## config.mk

```make
export PLATFORM = sky130hd
export DESIGN_NAME = sotad_top
export DESIGN_NICKNAME = d
export VERILOG_FILES = /design/src/sotad_fifo2.v /design/src/sotad_top.v
export VERILOG_INCLUDE_DIRS = /design/src
export SDC_FILE = /design/constraint.sdc
export NUM_CORES = 1
export LEC_CHECK = 0
export BUFFER_PORTS_ARGS = -buffer_cell sky130_fd_sc_hd__clkbuf_2
export CAP_MARGIN = 20
export CORE_UTILIZATION = 60
export CTS_CLUSTER_SIZE = 28
export DETAILED_ROUTE_END_ITERATION = 16
export GPL_ROUTABILITY_DRIVEN = 0
export PLACE_DENSITY = 0.82
export SYNTH_ARGS = -nofsm -noshare
export SYNTH_HDL_FRONTEND = slang
export SYNTH_SLANG_ARGS = --single-unit
```

## constraint.sdc

```tcl
create_clock -name pclk -period 5.38 [get_ports pclk]
set_input_delay 0.807 -clock pclk [delete_from_list [all_inputs] [get_ports pclk]]
set_output_delay 0.807 -clock pclk [all_outputs]
set_load 0.02 [all_outputs]
```

## src/sotad_defs.vh

```
// Constants for the synchronous octet transport adapter
`ifndef SOTAD_DEFS_VH
`define SOTAD_DEFS_VH

// ==========================================================
// Register byte offsets
`define SOTAD_OFS_CTRL 8'h00
`define SOTAD_OFS_DS_RATE 8'h04
`define SOTAD_OFS_DS_RESERVE 8'h08
`define SOTAD_OFS_US_RATE 8'h0C
`define SOTAD_OFS_US_RESERVE 8'h10
`define SOTAD_OFS_QOS 8'h14
`define SOTAD_OFS_STATUS 8'h18
`define SOTAD_OFS_TX_COUNT 8'h1C
`define SOTAD_OFS_RX_COUNT 8'h20

// ==========================================================
// Field positions
`define SOTAD_CTRL_TX_EN 0
`define SOTAD_CTRL_RX_EN 1
`define SOTAD_RATE_MIN_LSB 0
`define SOTAD_RATE_MAX_LSB 16
`define SOTAD_QOS_DELAY_LSB 0
`define SOTAD_QOS_ERROR_LSB 8
`define SOTAD_QOS_INP_LSB 12

// ==========================================================
// Reset values and codes
`define SOTAD_CTRL_RESET 32'h00000000
`define SOTAD_RATE_RESET 12'h000
`define SOTAD_DELAY_RESET 8'h00
`define SOTAD_ERROR_RESET 2'h0
`define SOTAD_INP_RESET 2'h0
`define SOTAD_ERROR_E3 2'h0
`define SOTAD_ERROR_E5 2'h1
`define SOTAD_ERROR_E7 2'h2
`define SOTAD_DELAY_NONE 8'h00
`define SOTAD_DELAY_LOWEST 8'h01
`define SOTAD_LAT_NONE 2'h0
`define SOTAD_LAT_LOWEST 2'h1
`define SOTAD_LAT_BOUNDED 2'h2

// ==========================================================
// Rates in units of 4000 bit/s
`define SOTAD_DS_MANDATORY 12'h7D0
`define SOTAD_US_MANDATORY 12'h0C8
`define SOTAD_RATE_CEILING 12'hFFF

`endif

```

## src/sotad_fifo2.v

```verilog
// Two-entry octet buffer with registered outputs
`timescale 1ns/1ns
`default_nettype none

module sotad_fifo2 #(
    parameter WIDTH = 8
) (
    // Clock and reset
    input wire pclk,
    input wire presetn,
    // Fill side
    input wire in_valid,
    input wire [WIDTH-1:0] in_data,
    output reg in_ready,
    // Drain side
    output reg out_valid,
    output reg [WIDTH-1:0] out_data,
    input wire out_ready
);

    reg [WIDTH-1:0] spare;
    reg spare_valid;

    wire take = in_valid && in_ready;
    wire give = out_valid && out_ready;

    // ==========================================================
    // Head register is the output; spare holds a stalled word
    always @(posedge pclk or negedge presetn) begin
        if (!presetn) begin
            out_valid <= 1'b0;
            out_data <= {WIDTH{1'b0}};
            spare <= {WIDTH{1'b0}};
            spare_valid <= 1'b0;
            in_ready <= 1'b1;
        end else begin
            if (!out_valid || give) begin
                if (spare_valid) begin
                    out_data <= spare;
                    out_valid <= 1'b1;
                    spare_valid <= take;
                    if (take) begin
                        spare <= in_data;
                    end
                end else begin
                    out_valid <= take;
                    if (take) begin
                        out_data <= in_data;
                    end
                end
            end else if (take) begin
                spare <= in_data;
                spare_valid <= 1'b1;
            end
            // Ready falls once both entries hold words
            in_ready <= !(out_valid && !give &&
                          (spare_valid || take));
        end
    end

endmodule
`default_nettype wire

```

## src/sotad_top.v

```verilog
// Synchronous octet transport adapter with APB configuration
// Function
// Latency bound accepted from zero upward; zero means no bound imposed
// Latency bound of one requests lowest achievable delay
// All latency bounds, error ceilings 1e-3/5/7, protection 0,1/2,1,2 held
// Downstream min, max, reserved rates supported up to 8 Mbit/s
// Upstream min, max, reserved rates supported up to 800 kbit/s
// Rates above the mandatory ones are optionally allowed
// Bearer request from framing sublayer raises a stream pull request
// Supplied octets are handed to the framing sublayer as bearer confirm
// Bearer indicate octets are delivered to the sink as stream indicate
// Both convergence indicator bits are driven constantly to one
// Source answers each pull request with one or more octets
// Octets pass unmodified, in order, never added or dropped
`timescale 1ns/1ns
`default_nettype none
`include "sotad_defs.vh"

module sotad_top #(
    parameter RATE_LIMIT = `SOTAD_RATE_CEILING,
    parameter COUNT_WIDTH = 32
) (
    // Clock and reset
    input wire pclk,
    input wire presetn,
    // APB slave
    input wire psel,
    input wire penable,
    input wire pwrite,
    input wire [7:0] paddr,
    input wire [31:0] pwdata,
    output reg [31:0] prdata,
    output reg pready,
    output reg pslverr,
    // Framing sublayer, transmit
    input wire fs_bearer_request,
    output reg fs_bearer_confirm,
    output reg [7:0] fs_confirm_data,
    input wire fs_confirm_ready,
    // Framing sublayer, receive
    input wire fs_bearer_indicate,
    input wire [7:0] fs_indicate_data,
    output reg fs_indicate_ready,
    // Higher-layer source
    output reg stream_pull_request,
    input wire stream_supply_confirm,
    input wire [7:0] stream_supply_data,
    output reg stream_supply_ready,
    // Higher-layer sink
    output reg stream_deliver_indicate,
    output reg [7:0] stream_deliver_data,
    input wire stream_deliver_ready,
    // Configuration in force
    output reg [1:0] latency_mode,
    output reg [7:0] latency_bound,
    output reg [1:0] error_ceiling,
    output reg [1:0] impulse_protection_floor,
    output reg config_valid,
    // Overhead indicator bits
    output reg convergence_indicator_bit_zero,
    output reg convergence_indicator_bit_one
);

    // ==========================================================
    // Configuration registers
    reg tx_enable;
    reg rx_enable;
    reg [11:0] ds_min;
    reg [11:0] ds_max;
    reg [11:0] ds_reserve;
    reg [11:0] us_min;
    reg [11:0] us_max;
    reg [11:0] us_reserve;
    reg [7:0] delay_max;
    reg [1:0] error_code;
    reg [1:0] inp_code;
    reg [COUNT_WIDTH-1:0] tx_count;
    reg [COUNT_WIDTH-1:0] rx_count;

    localparam [11:0] LIMIT = RATE_LIMIT;

    wire setup = psel && !penable;
    // Writes land only at the edge that ends the access phase
    wire wr_access = psel && penable && pready && pwrite;
    wire [31:0] ds_rate_word = {4'h0, ds_max, 4'h0, ds_min};
    wire [31:0] us_rate_word = {4'h0, us_max, 4'h0, us_min};
    wire [31:0] qos_word = {18'h00000, inp_code, 2'h0, error_code,
                            delay_max};

    // ==========================================================
    // Rate and code checks
    // Rates above the mandatory ceiling pass up to LIMIT
    wire ds_order_ok = (ds_min <= ds_reserve) &&
                       (ds_reserve <= ds_max);
    wire us_order_ok = (us_min <= us_reserve) &&
                       (us_reserve <= us_max);
    // Every rate field meets the ceiling, so a bad reserve cannot hide
    wire ds_range_ok = (ds_min <= LIMIT) &&
                       (ds_reserve <= LIMIT) &&
                       (ds_max <= LIMIT) &&
                       (LIMIT >= `SOTAD_DS_MANDATORY);
    wire us_range_ok = (us_min <= LIMIT) &&
                       (us_reserve <= LIMIT) &&
                       (us_max <= LIMIT) &&
                       (LIMIT >= `SOTAD_US_MANDATORY);
    // Codes 0, 1, 2 stand for ceilings of one in 1e3, 1e5 and 1e7
    // Code 3 is the only unsupported error ceiling
    wire error_ok = (error_code != 2'h3);
    wire next_valid = ds_order_ok && us_order_ok &&
                      ds_range_ok && us_range_ok && error_ok;

    // Bounds 0 and 1 select a mode; only larger values are delays
    reg [1:0] next_lat_mode;
    always @* begin
        next_lat_mode = `SOTAD_LAT_BOUNDED;
        case (delay_max)
            `SOTAD_DELAY_NONE: next_lat_mode = `SOTAD_LAT_NONE;
            `SOTAD_DELAY_LOWEST: next_lat_mode = `SOTAD_LAT_LOWEST;
            default: next_lat_mode = `SOTAD_LAT_BOUNDED;
        endcase
    end

    // ==========================================================
    // Register writes
    // Map: 00 control, 04 and 0C rate pairs, 08 and 10 reserves,
    // 14 quality codes, 18 status, 1C and 20 octet counts
    always @(posedge pclk or negedge presetn) begin
        if (!presetn) begin
            tx_enable <= 1'b0;
            rx_enable <= 1'b0;
            ds_min <= `SOTAD_RATE_RESET;
            ds_max <= `SOTAD_RATE_RESET;
            ds_reserve <= `SOTAD_RATE_RESET;
            us_min <= `SOTAD_RATE_RESET;
            us_max <= `SOTAD_RATE_RESET;
            us_reserve <= `SOTAD_RATE_RESET;
            delay_max <= `SOTAD_DELAY_RESET;
            error_code <= `SOTAD_ERROR_RESET;
            inp_code <= `SOTAD_INP_RESET;
        end else if (wr_access) begin
            case (paddr)
                `SOTAD_OFS_CTRL: begin
                    tx_enable <= pwdata[`SOTAD_CTRL_TX_EN];
                    rx_enable <= pwdata[`SOTAD_CTRL_RX_EN];
                end
                `SOTAD_OFS_DS_RATE: begin
                    ds_min <= pwdata[`SOTAD_RATE_MIN_LSB +: 12];
                    ds_max <= pwdata[`SOTAD_RATE_MAX_LSB +: 12];
                end
                `SOTAD_OFS_DS_RESERVE: begin
                    ds_reserve <= pwdata[11:0];
                end
                `SOTAD_OFS_US_RATE: begin
                    us_min <= pwdata[`SOTAD_RATE_MIN_LSB +: 12];
                    us_max <= pwdata[`SOTAD_RATE_MAX_LSB +: 12];
                end
                `SOTAD_OFS_US_RESERVE: begin
                    us_reserve <= pwdata[11:0];
                end
                `SOTAD_OFS_QOS: begin
                    delay_max <= pwdata[`SOTAD_QOS_DELAY_LSB +: 8];
                    error_code <= pwdata[`SOTAD_QOS_ERROR_LSB +: 2];
                    inp_code <= pwdata[`SOTAD_QOS_INP_LSB +: 2];
                end
                default: begin
                    tx_enable <= tx_enable;
                end
            endcase
        end
    end

    // ==========================================================
    // Read mux and bus answer
    reg [31:0] next_rdata;
    reg next_err;
    always @* begin
        next_rdata = 32'h00000000;
        next_err = 1'b0;
        case (paddr)
            `SOTAD_OFS_CTRL: next_rdata = {30'h00000000, rx_enable,
                                           tx_enable};
            `SOTAD_OFS_DS_RATE: next_rdata = ds_rate_word;
            `SOTAD_OFS_DS_RESERVE: next_rdata = {20'h00000, ds_reserve};
            `SOTAD_OFS_US_RATE: next_rdata = us_rate_word;
            `SOTAD_OFS_US_RESERVE: next_rdata = {20'h00000, us_reserve};
            `SOTAD_OFS_QOS: next_rdata = qos_word;
            `SOTAD_OFS_STATUS: next_rdata = {24'h000000,
                convergence_indicator_bit_one,
                convergence_indicator_bit_zero,
                stream_pull_request, config_valid,
                2'h0, latency_mode};
            `SOTAD_OFS_TX_COUNT: next_rdata = tx_count;
            `SOTAD_OFS_RX_COUNT: next_rdata = rx_count;
            default: next_err = 1'b1;
        endcase
    end

    // Zero wait: the answer is ready in the access cycle
    always @(posedge pclk or negedge presetn) begin
        if (!presetn) begin
            prdata <= 32'h00000000;
            pready <= 1'b0;
            pslverr <= 1'b0;
        end else begin
            pready <= setup;
            pslverr <= setup && next_err;
            if (setup && !pwrite) begin
                prdata <= next_rdata;
            end
        end
    end

    // ==========================================================
    // Configuration in force and indicator bits
    always @(posedge pclk or negedge presetn) begin
        if (!presetn) begin
            latency_mode <= `SOTAD_LAT_NONE;
            latency_bound <= `SOTAD_DELAY_RESET;
            error_ceiling <= `SOTAD_ERROR_RESET;
            impulse_protection_floor <= `SOTAD_INP_RESET;
            config_valid <= 1'b0;
            convergence_indicator_bit_zero <= 1'b1;
            convergence_indicator_bit_one <= 1'b1;
        end else begin
            latency_mode <= next_lat_mode;
            latency_bound <= delay_max;
            error_ceiling <= error_code;
            impulse_protection_floor <= inp_code;
            config_valid <= next_valid;
            // Fixed at one; no write path can change them
            convergence_indicator_bit_zero <= 1'b1;
            convergence_indicator_bit_one <= 1'b1;
        end
    end

    // ==========================================================
    // Transmit path: pull request, buffer, bearer confirm
    wire tx_in_ready;
    wire tx_out_valid;
    wire [7:0] tx_out_data;
    wire tx_take = stream_supply_confirm && stream_supply_ready;

    // Request set wins over the clear by the first octet taken
    always @(posedge pclk or negedge presetn) begin
        if (!presetn) begin
            stream_pull_request <= 1'b0;
        end else if (!tx_enable) begin
            stream_pull_request <= 1'b0;
        end else if (fs_bearer_request) begin
            stream_pull_request <= 1'b1;
        end else if (tx_take) begin
            stream_pull_request <= 1'b0;
        end
    end

    // Gate source by enable so a disabled path takes nothing
    always @* begin
        fs_bearer_confirm = tx_out_valid;
        fs_confirm_data = tx_out_data;
        stream_supply_ready = tx_in_ready && tx_enable;
    end

    sotad_fifo2 #(
        .WIDTH(8)
    ) u_tx_buf (
        .pclk(pclk),
        .presetn(presetn),
        .in_valid(stream_supply_confirm && tx_enable),
        .in_data(stream_supply_data),
        .in_ready(tx_in_ready),
        .out_valid(tx_out_valid),
        .out_data(tx_out_data),
        .out_ready(fs_confirm_ready)
    );

    // ==========================================================
    // Receive path: bearer indicate, buffer, stream indicate
    // Disabling rx stops intake only; held words still drain to the sink
    wire rx_in_ready;
    wire rx_out_valid;
    wire [7:0] rx_out_data;
    wire rx_take = fs_bearer_indicate && fs_indicate_ready;

    always @* begin
        stream_deliver_indicate = rx_out_valid;
        stream_deliver_data = rx_out_data;
        fs_indicate_ready = rx_in_ready && rx_enable;
    end

    sotad_fifo2 #(
        .WIDTH(8)
    ) u_rx_buf (
        .pclk(pclk),
        .presetn(presetn),
        .in_valid(fs_bearer_indicate && rx_enable),
        .in_data(fs_indicate_data),
        .in_ready(rx_in_ready),
        .out_valid(rx_out_valid),
        .out_data(rx_out_data),
        .out_ready(stream_deliver_ready)
    );

    // ==========================================================
    // Octet counters, wrap silently
    // Counted where octets enter the buffers, so held words count too
    always @(posedge pclk or negedge presetn) begin
        if (!presetn) begin
            tx_count <= {COUNT_WIDTH{1'b0}};
            rx_count <= {COUNT_WIDTH{1'b0}};
        end else begin
            if (tx_take) begin
                tx_count <= tx_count + 1'b1;
            end
            if (rx_take) begin
                rx_count <= rx_count + 1'b1;
            end
        end
    end

endmodule
`default_nettype wire

```

==> results of run 1 <==
==> critical path, cell delays in order <==
cell	delay [ns]
clkbuf_2	0.09
or4_1	0.60
or3_1	0.56
nor2b_2	0.73
and2_1	0.79
buf_4	0.37
o21ai_0	0.12
==> cell usage after synthesis, types with 4 or more instances <==
cell and count:
clkbuf_1 30, a21oi_1 57, nor2b_1 11, a221oi_1 10, o211ai_1 7, nor3_1 17
mux2i_1 22, nand4_1 27, inv_1 55, dfrtp_1 236, xor2_1 21, nand3_1 25
a211oi_1 5, nand2_1 91, buf_4 5, o21ai_0 59, nand2b_1 4, a21o_1 18
and3_1 19, mux2_2 66, buf_2 5, xnor2_1 41, a22oi_1 41, nor2_1 52
ha_1 50, buf_1 4, and4_1 6, mux4_2 5, mux2_1 6, and2_1 6
==> path summary, 6_finish.rpt <==
path,start,endpoint,cells after the start
setup reg to reg,tx_enable$_DFFE_PN0P_,tx_count[31]$_DFFE_PN0P_,6
hold / removal,presetn,tx_count[10]$_DFFE_PN0P_,1
max in group asynchronous,presetn,us_min[1]$_DFFE_PN0P_,2
hold reg to reg,inp_code[1]$_DFFE_PN0P_,impulse_protection_floor[1]$_DFF_PN0_,0
setup / recovery,paddr[1],us_max[3]$_DFFE_PN0P_,7
min in group pclk,inp_code[1]$_DFFE_PN0P_,impulse_protection_floor[1]$_DFF_PN0_,0
==> sequential cells by signal, summed over array words and instances, names as in the netlist, 8 cells and up <==
register,cells
u_rx_buf.spare,8
latency_bound,8
ds_max,12
ds_reserve,12
ds_min,12
u_tx_buf.spare,8
u_rx_buf.out_data,8
delay_max,8
rx_count,32
tx_count,32
us_max,12
us_reserve,12
us_min,12
prdata,32
u_tx_buf.out_data,8
==> layout by cell type, fill, tap and decap left out, drive strengths merged, types with 5 or more instances in the layout <==
cell type / synthesis / routed
clkinv: 0 / 9
nand3: 25 / 25
and3: 19 / 19
and2: 6 / 6
o211ai: 7 / 7
a211oi: 5 / 5
ha: 50 / 50
o21ai: 61 / 61
and4: 6 / 6
mux2i: 22 / 22
a21oi: 57 / 57
mux2: 72 / 72
nor2b: 12 / 12
inv: 55 / 55
nor2: 52 / 52
dfrtp: 236 / 236
nand2: 91 / 91
mux4: 5 / 5
xnor2: 41 / 41
a221oi: 10 / 10
buf: 15 / 13
nor3: 18 / 18
a22oi: 41 / 41
xor2: 21 / 21
clkbuf: 30 / 161
a21o: 18 / 18
nand4: 27 / 27
==> power by group through the flow <==
stage	sequential [mW]	combinational, mW	clock [mW]
finish	1.81	0.159	1.65
CTS	1.81	0.160	1.67
floorplan	1.85	0.0543	0
detailed placement	1.85	0.159	0
global placement	1.85	0.156	0
global route	1.81	0.177	1.74
==> kinds of logic (layout without fill, tap and decap cells) <==
family          Yosys count  after routing
buf+inv                 100            240
other cells               1              2
mux                      99             99
compound gates          215            215
flops                   238            238
simple gates            271            271
fa+ha+maj                52             52
xor+xnor                 62             62
==> per-layer routing <==
metal  global-route usage, %  share of wire [%]  wire length, um
met3                    4.71                7.6             2200
met4                    12.0                3.8             1100
met5                       0                  0                0
met2                    50.5                 48            14000
met1                    41.4                 41            11800
==> layout make-up <==
class	count	area, sq um	area share [%]
multi-input cells	701	5010	38.5
repair buffers	142	766	5.88
flip-flops and latches	238	5960	45.8
clock buffers	32	691	5.31
well taps	229	287	2.20
inverters	55	206	1.59
clock inverters	11	93.8	0.721
==> metrics by stage <==
step                hold slack, ns  instances  worst slack (ns)  power, mW  instance area [sq um]
detailed placement           0.409       1363              1.28       2.00                  12200
global route                 0.437       1408              1.61       3.73                  13000
finish                       0.420       1408              1.69       3.62                  13000
floorplan                    0.371       1039              2.49       1.91                  11400
CTS                          0.422       1406              1.78       3.64                  13000
global placement             0.404       1363              1.29       2.00                  12200
==> results.toml, run 1 <==
[sta]
setup_viol_count_final = 0
post-route-period-util_pct = 68.5
max_freq_mhz = 271
grt_setup_unrepaired = "no"
worst_pin_slew_ns = 1.11
tns_ns = 0
min_period_ns = 3.69
hold_violations = 0
finClkSkew_ns = 0.0190
max-slew-margin-rel_pct = 25.8
slew_violations = 0

[critical_path]
cp.required_ns = 5.77
r2r_setup_slack_ns = 2.86
criticalPathCategory = "primary input to flop"
cp-end-kind = "flop"
worstPathMaxFanout = 22
arrival_ns = 4.08
cp-start-kind = "primary input"

[route]
via_count = 8705
wl_mm = 29.2
drt_iter0_drc = 935
wl_per_cell_um = 20.7
via_per_inst = 6.18
drtAntennaViolNets = 0
dr.pass1.iters = 6
drcViolationCount = 0

[finish]
layout-drive-gt1-share_pct = 22.2
nFillCells = 1318
diodes = 0
final_nets = 1278
area_delta_synth_final_pct = 14.5
final_util_pct = 71.2

[logic_synthesis]
synthDistinctLibCells = 50
ys_ff_latch = 238
synth_xor_xnor_area_share_pct = 4.78
ys_async_sr_fraction_pct = 100
synth_top_family_by_area = "compound AO/OA/AOI/OAI gates"
synthCells = 1038
seq_area_frac_synth_pct = 52.4
synth_simple_gate_area_share_pct = 11.7
synth_area_per_cell_sq_um = 10.9
synth_top_area_share_pct = 52.0
synth_compound_area_share_pct = 11.7
yosys_warnings = 0
ys.flop_type = "dfrtp_1"
synth.area.top_cells = "dfrtp_1 52%, mux2_2 6.5%, ha_1 5.5%"
synth_fa_ha_area_share_pct = 5.68
synth_area_sq_um = 11400
muxShareOfSynthArea_pct = 10.1
synth_largest_area_cell = "dfrtp_1"
synth_edf_count = 0

[cts]
cts_buffer_depth = 3
cts_sinks = 238
holdBufCountCts = 0
clk_latency_ns = 0.53
clk_pin_slew_ns = 0.06
root_buffer = "clkbuf_16"
tritoncts = "built"
postCtsResizedCells = 0
cts.htree.levels = 1
post_cts_buffers = 0
cts-buffers-inserted = 24

[status]
status = "completed"

[power]
pwr-share-comb_pct = 4.4
p_leak_nw = 6.59
sequentialPowerShare_pct = 50.1
ir_drop_uv = 251
intPower_mw = 2.80
switching_power_mw = 0.817
swShare_pct = 22.6
clkPwrFrac_pct = 45.5
power_density_nw_per_um2 = 278

[global_route]
grt_pass1_vias = 8819
grt_first_pass_wirelength_mm = 46.9
grt_max_degree = 141
grt_overflow_total = 0
antenna_found_initial = 0
grt.total_usage_pct = 30.7

[floorplan]
die_h_um = 140
die_x_um = 140
die_area_sq_um = 19500
rows = 49
coreArea_sq_um = 18300
initial_utilization_pct = 62.2
pin_count = 138

[placed_design]
port_buffers = 129
detailed_place_hpwl_mm = 20.4

[job]
drv_cap = 0

[min_path]
hp-class = "primary input to async pin"
No activity file was read; power rests on OpenSTA's default activity.
==> run 2: changes to the inputs <==
Settings changed: ABC_AREA set to 1, CORE_UTILIZATION 60 to 54, PLACE_DENSITY 0.82 to 0.77.
Clock period 5.38 ns to 3 ns, I/O delays scaled along.
==> results.toml, run 2 <==
[logic_synthesis]
synth_area_per_cell_sq_um = 7.86
yosys-top-cells-count = "562 x nand2_1, 236 x dfrtp_1, 185 x inv_1"
synth_top_area_share_pct = 46.6
synth_largest_area_cell = "dfrtp_1"
ys_async_sr_fraction_pct = 100
ys_ff_latch = 238
ys.flop_type = "dfrtp_1"
synthCells = 1612
synthDistinctLibCells = 44
seq_area_frac_synth_pct = 47.0
synth.area.top_cells = "dfrtp_1 47%, nand2_1 17%, inv_1 5.5%"
yosys_warnings = 0
synth_area_sq_um = 12700
synth_edf_count = 0
yosysMostFrequentCell = "nand2_1"

[finish]
final_cell_mix = "562 x nand2_1, 236 x dfrtp_1, 185 x inv_1"
layout-drive-gt1-share_pct = 13.9
reg.largest.list = "prdata (32), rx_count (32), tx_count (32)"
final_common_cell = "nand2_1"
seqCellArea_sq_um = 5960
final_nets = 1857
area_delta_synth_final_pct = 14.2
nFillCells = 2005
multi_input_area_sq_um = 5720
diodes = 0

[critical_path]
cp.required_ns = 3.41
criticalPathCategory = "flop to flop"
cp-start-kind = "flop"
cp-end-kind = "flop"
arrival_ns = 2.54
critical_path.max_stage_delay_ns = 0.45
critPathSlowestCell = "dfrtp_1"
crit_chain = "nand3_2, clkinv_1, o21ai_2, mux2_2"
worstPathMaxFanout = 15

[route]
wl_mm = 33.6
via_count = 11200
via_per_inst = 5.39
wl_per_cell_um = 16.2
dr.pass1.iters = 5
drtAntennaViolNets = 0
drcViolationCount = 0
drt_iter0_drc = 845

[sta]
max-slew-margin-rel_pct = 55.0
slew_violations = 0
grt_setup_unrepaired = "no"
post-route-period-util_pct = 71.0
finClkSkew_ns = 0.00852
hold_violations = 0
max_freq_mhz = 470
tns_ns = 0
setup_viol_count_final = 0
worst_pin_slew_ns = 0.675
min_period_ns = 2.13

[floorplan]
die_x_um = 155
die_h_um = 155
die_area_sq_um = 24100
rows = 55
pin_count = 138
coreArea_sq_um = 22800
initial_utilization_pct = 55.4

[cts]
cts-buffers-inserted = 25
clk_latency_ns = 0.53
clk_pin_slew_ns = 0.06
postCtsResizedCells = 0
post_cts_buffers = 0
cts_sinks = 238
root_buffer = "clkbuf_16"
cts_buffer_depth = 3
cts.htree.levels = 1
tritoncts = "built"

[global_route]
grt_max_degree = 87
grt.total_usage_pct = 28.6
grt_first_pass_wirelength_mm = 54.0
grt_pass1_vias = 10600
grt_overflow_total = 0
antenna_found_initial = 0

[power]
ir_drop_uv = 432
power_density_nw_per_um2 = 478
p_leak_nw = 7.52
finalPower_mw = 6.92

[placed_design]
detailed_place_hpwl_mm = 24.8
port_buffers = 129

[min_path]
hp-class = "primary input to flop"

[status]
status = "completed"

[job]
drv_cap = 0
[run 2: changes by cell type after synthesis, moves of 18 or more]
| cell | before | now |
|---|---|---|
| a21oi_1 | 57 | 17 |
| a22oi_1 | 41 | 0 |
| and3_1 | 19 | 0 |
| clkbuf_1 | 30 | 12 |
| inv_1 | 55 | 185 |
| mux2_2 | 66 | 17 |
| mux2i_1 | 22 | 0 |
| nand2_1 | 91 | 562 |
| nand3_1 | 25 | 69 |
| nor2_1 | 52 | 128 |
| o21ai_0 | 59 | 93 |
| o21ai_1 | 2 | 22 |
| xnor2_1 | 41 | 4 |
[run 2: final timing paths]
check	cells after the start	slack [ns]	end	from
setup / recovery	4	0.87	u_rx_buf.spare[4]$_DFFE_PN0P_	rx_enable$_DFFE_PN0P_
hold / removal	2	0.10	pready$_DFF_PN0_	penable
setup reg to reg	4	0.87	u_rx_buf.spare[4]$_DFFE_PN0P_	rx_enable$_DFFE_PN0P_
hold reg to reg	0	0.42	latency_bound[3]$_DFF_PN0_	delay_max[3]$_DFFE_PN0P_
max in group asynchronous	3	1.56	latency_mode[1]$_DFF_PN0_	presetn
min in group asynchronous	2	0.52	inp_code[0]$_DFFE_PN0P_	presetn
[run 2: area by class of cell]
class / instances / share of cell area [%]
clock inverters: 6 / 0.770
flip-flops and latches: 238 / 41.2
clock buffers: 39 / 5.17
multi-input cells: 1136 / 39.6
repair buffers: 143 / 5.45
inverters: 197 / 5.15
well taps: 313 / 2.71
[run 2: stage by stage]
stage               instance area (sq um)  std cells  utilization, %  hold WS [ns]  setup WS [ns]
CTS                                 14500       2072            63.3        0.0908          0.862
global route                        14500       2072            63.3         0.111          0.782
global placement                    13600       2026            59.5         0.390          0.727
floorplan                           12700       1613               -         0.154           1.50
finish                              14500       2072            63.3         0.102          0.871
detailed placement                  13600       2026            59.5         0.392          0.723
[run 2: layer usage]
metal	vias up	part of all wire, %	global-route usage, %
met5	-	0	0
met4	0	3.6	10.1
met3	84	6.4	3.40
met2	435	47	47.4
met1	5284	43	38.8
li1	5373	-	-
[run 2: timing repair]
item | 4_1_cts | 5_1_grt
setup endpoints to repair | 0 | 0
hold buffers | 1 | 0
endpoints found under the hold margin | 82 | 0
[run 2: cells by family after synthesis]
| family | after synthesis | share of synthesized area (%) |
|---|---|---|
| adders and majority gates | 50 | 4.94 |
| and+or+nand+nor | 852 | 28.3 |
| AOI/OAI and AO/OA | 174 | 7.47 |
| muxes | 17 | 1.51 |
| DFF | 238 | 47.0 |
| buffers and inverters | 239 | 7.84 |
| other | 1 | 0.0296 |
| xor gates and xnor gates | 41 | 2.83 |
[run 2: critical path: cells and delay by family (launching register included)]
family | cells | cell delay, ns
flops | 1 | 0.45
buf+inv | 1 | 0.44
mux | 1 | 0.40
simple gates | 1 | 0.37
compound gates | 1 | 0.33
[run 2: report_power, final]
part | leakage [nW] | internal, mW | switching, mW
clock | 0.418 | 1.97 | 1.30
combinational | 3.92 | 0.114 | 0.252
sequential | 3.17 | 3.26 | 0.0326
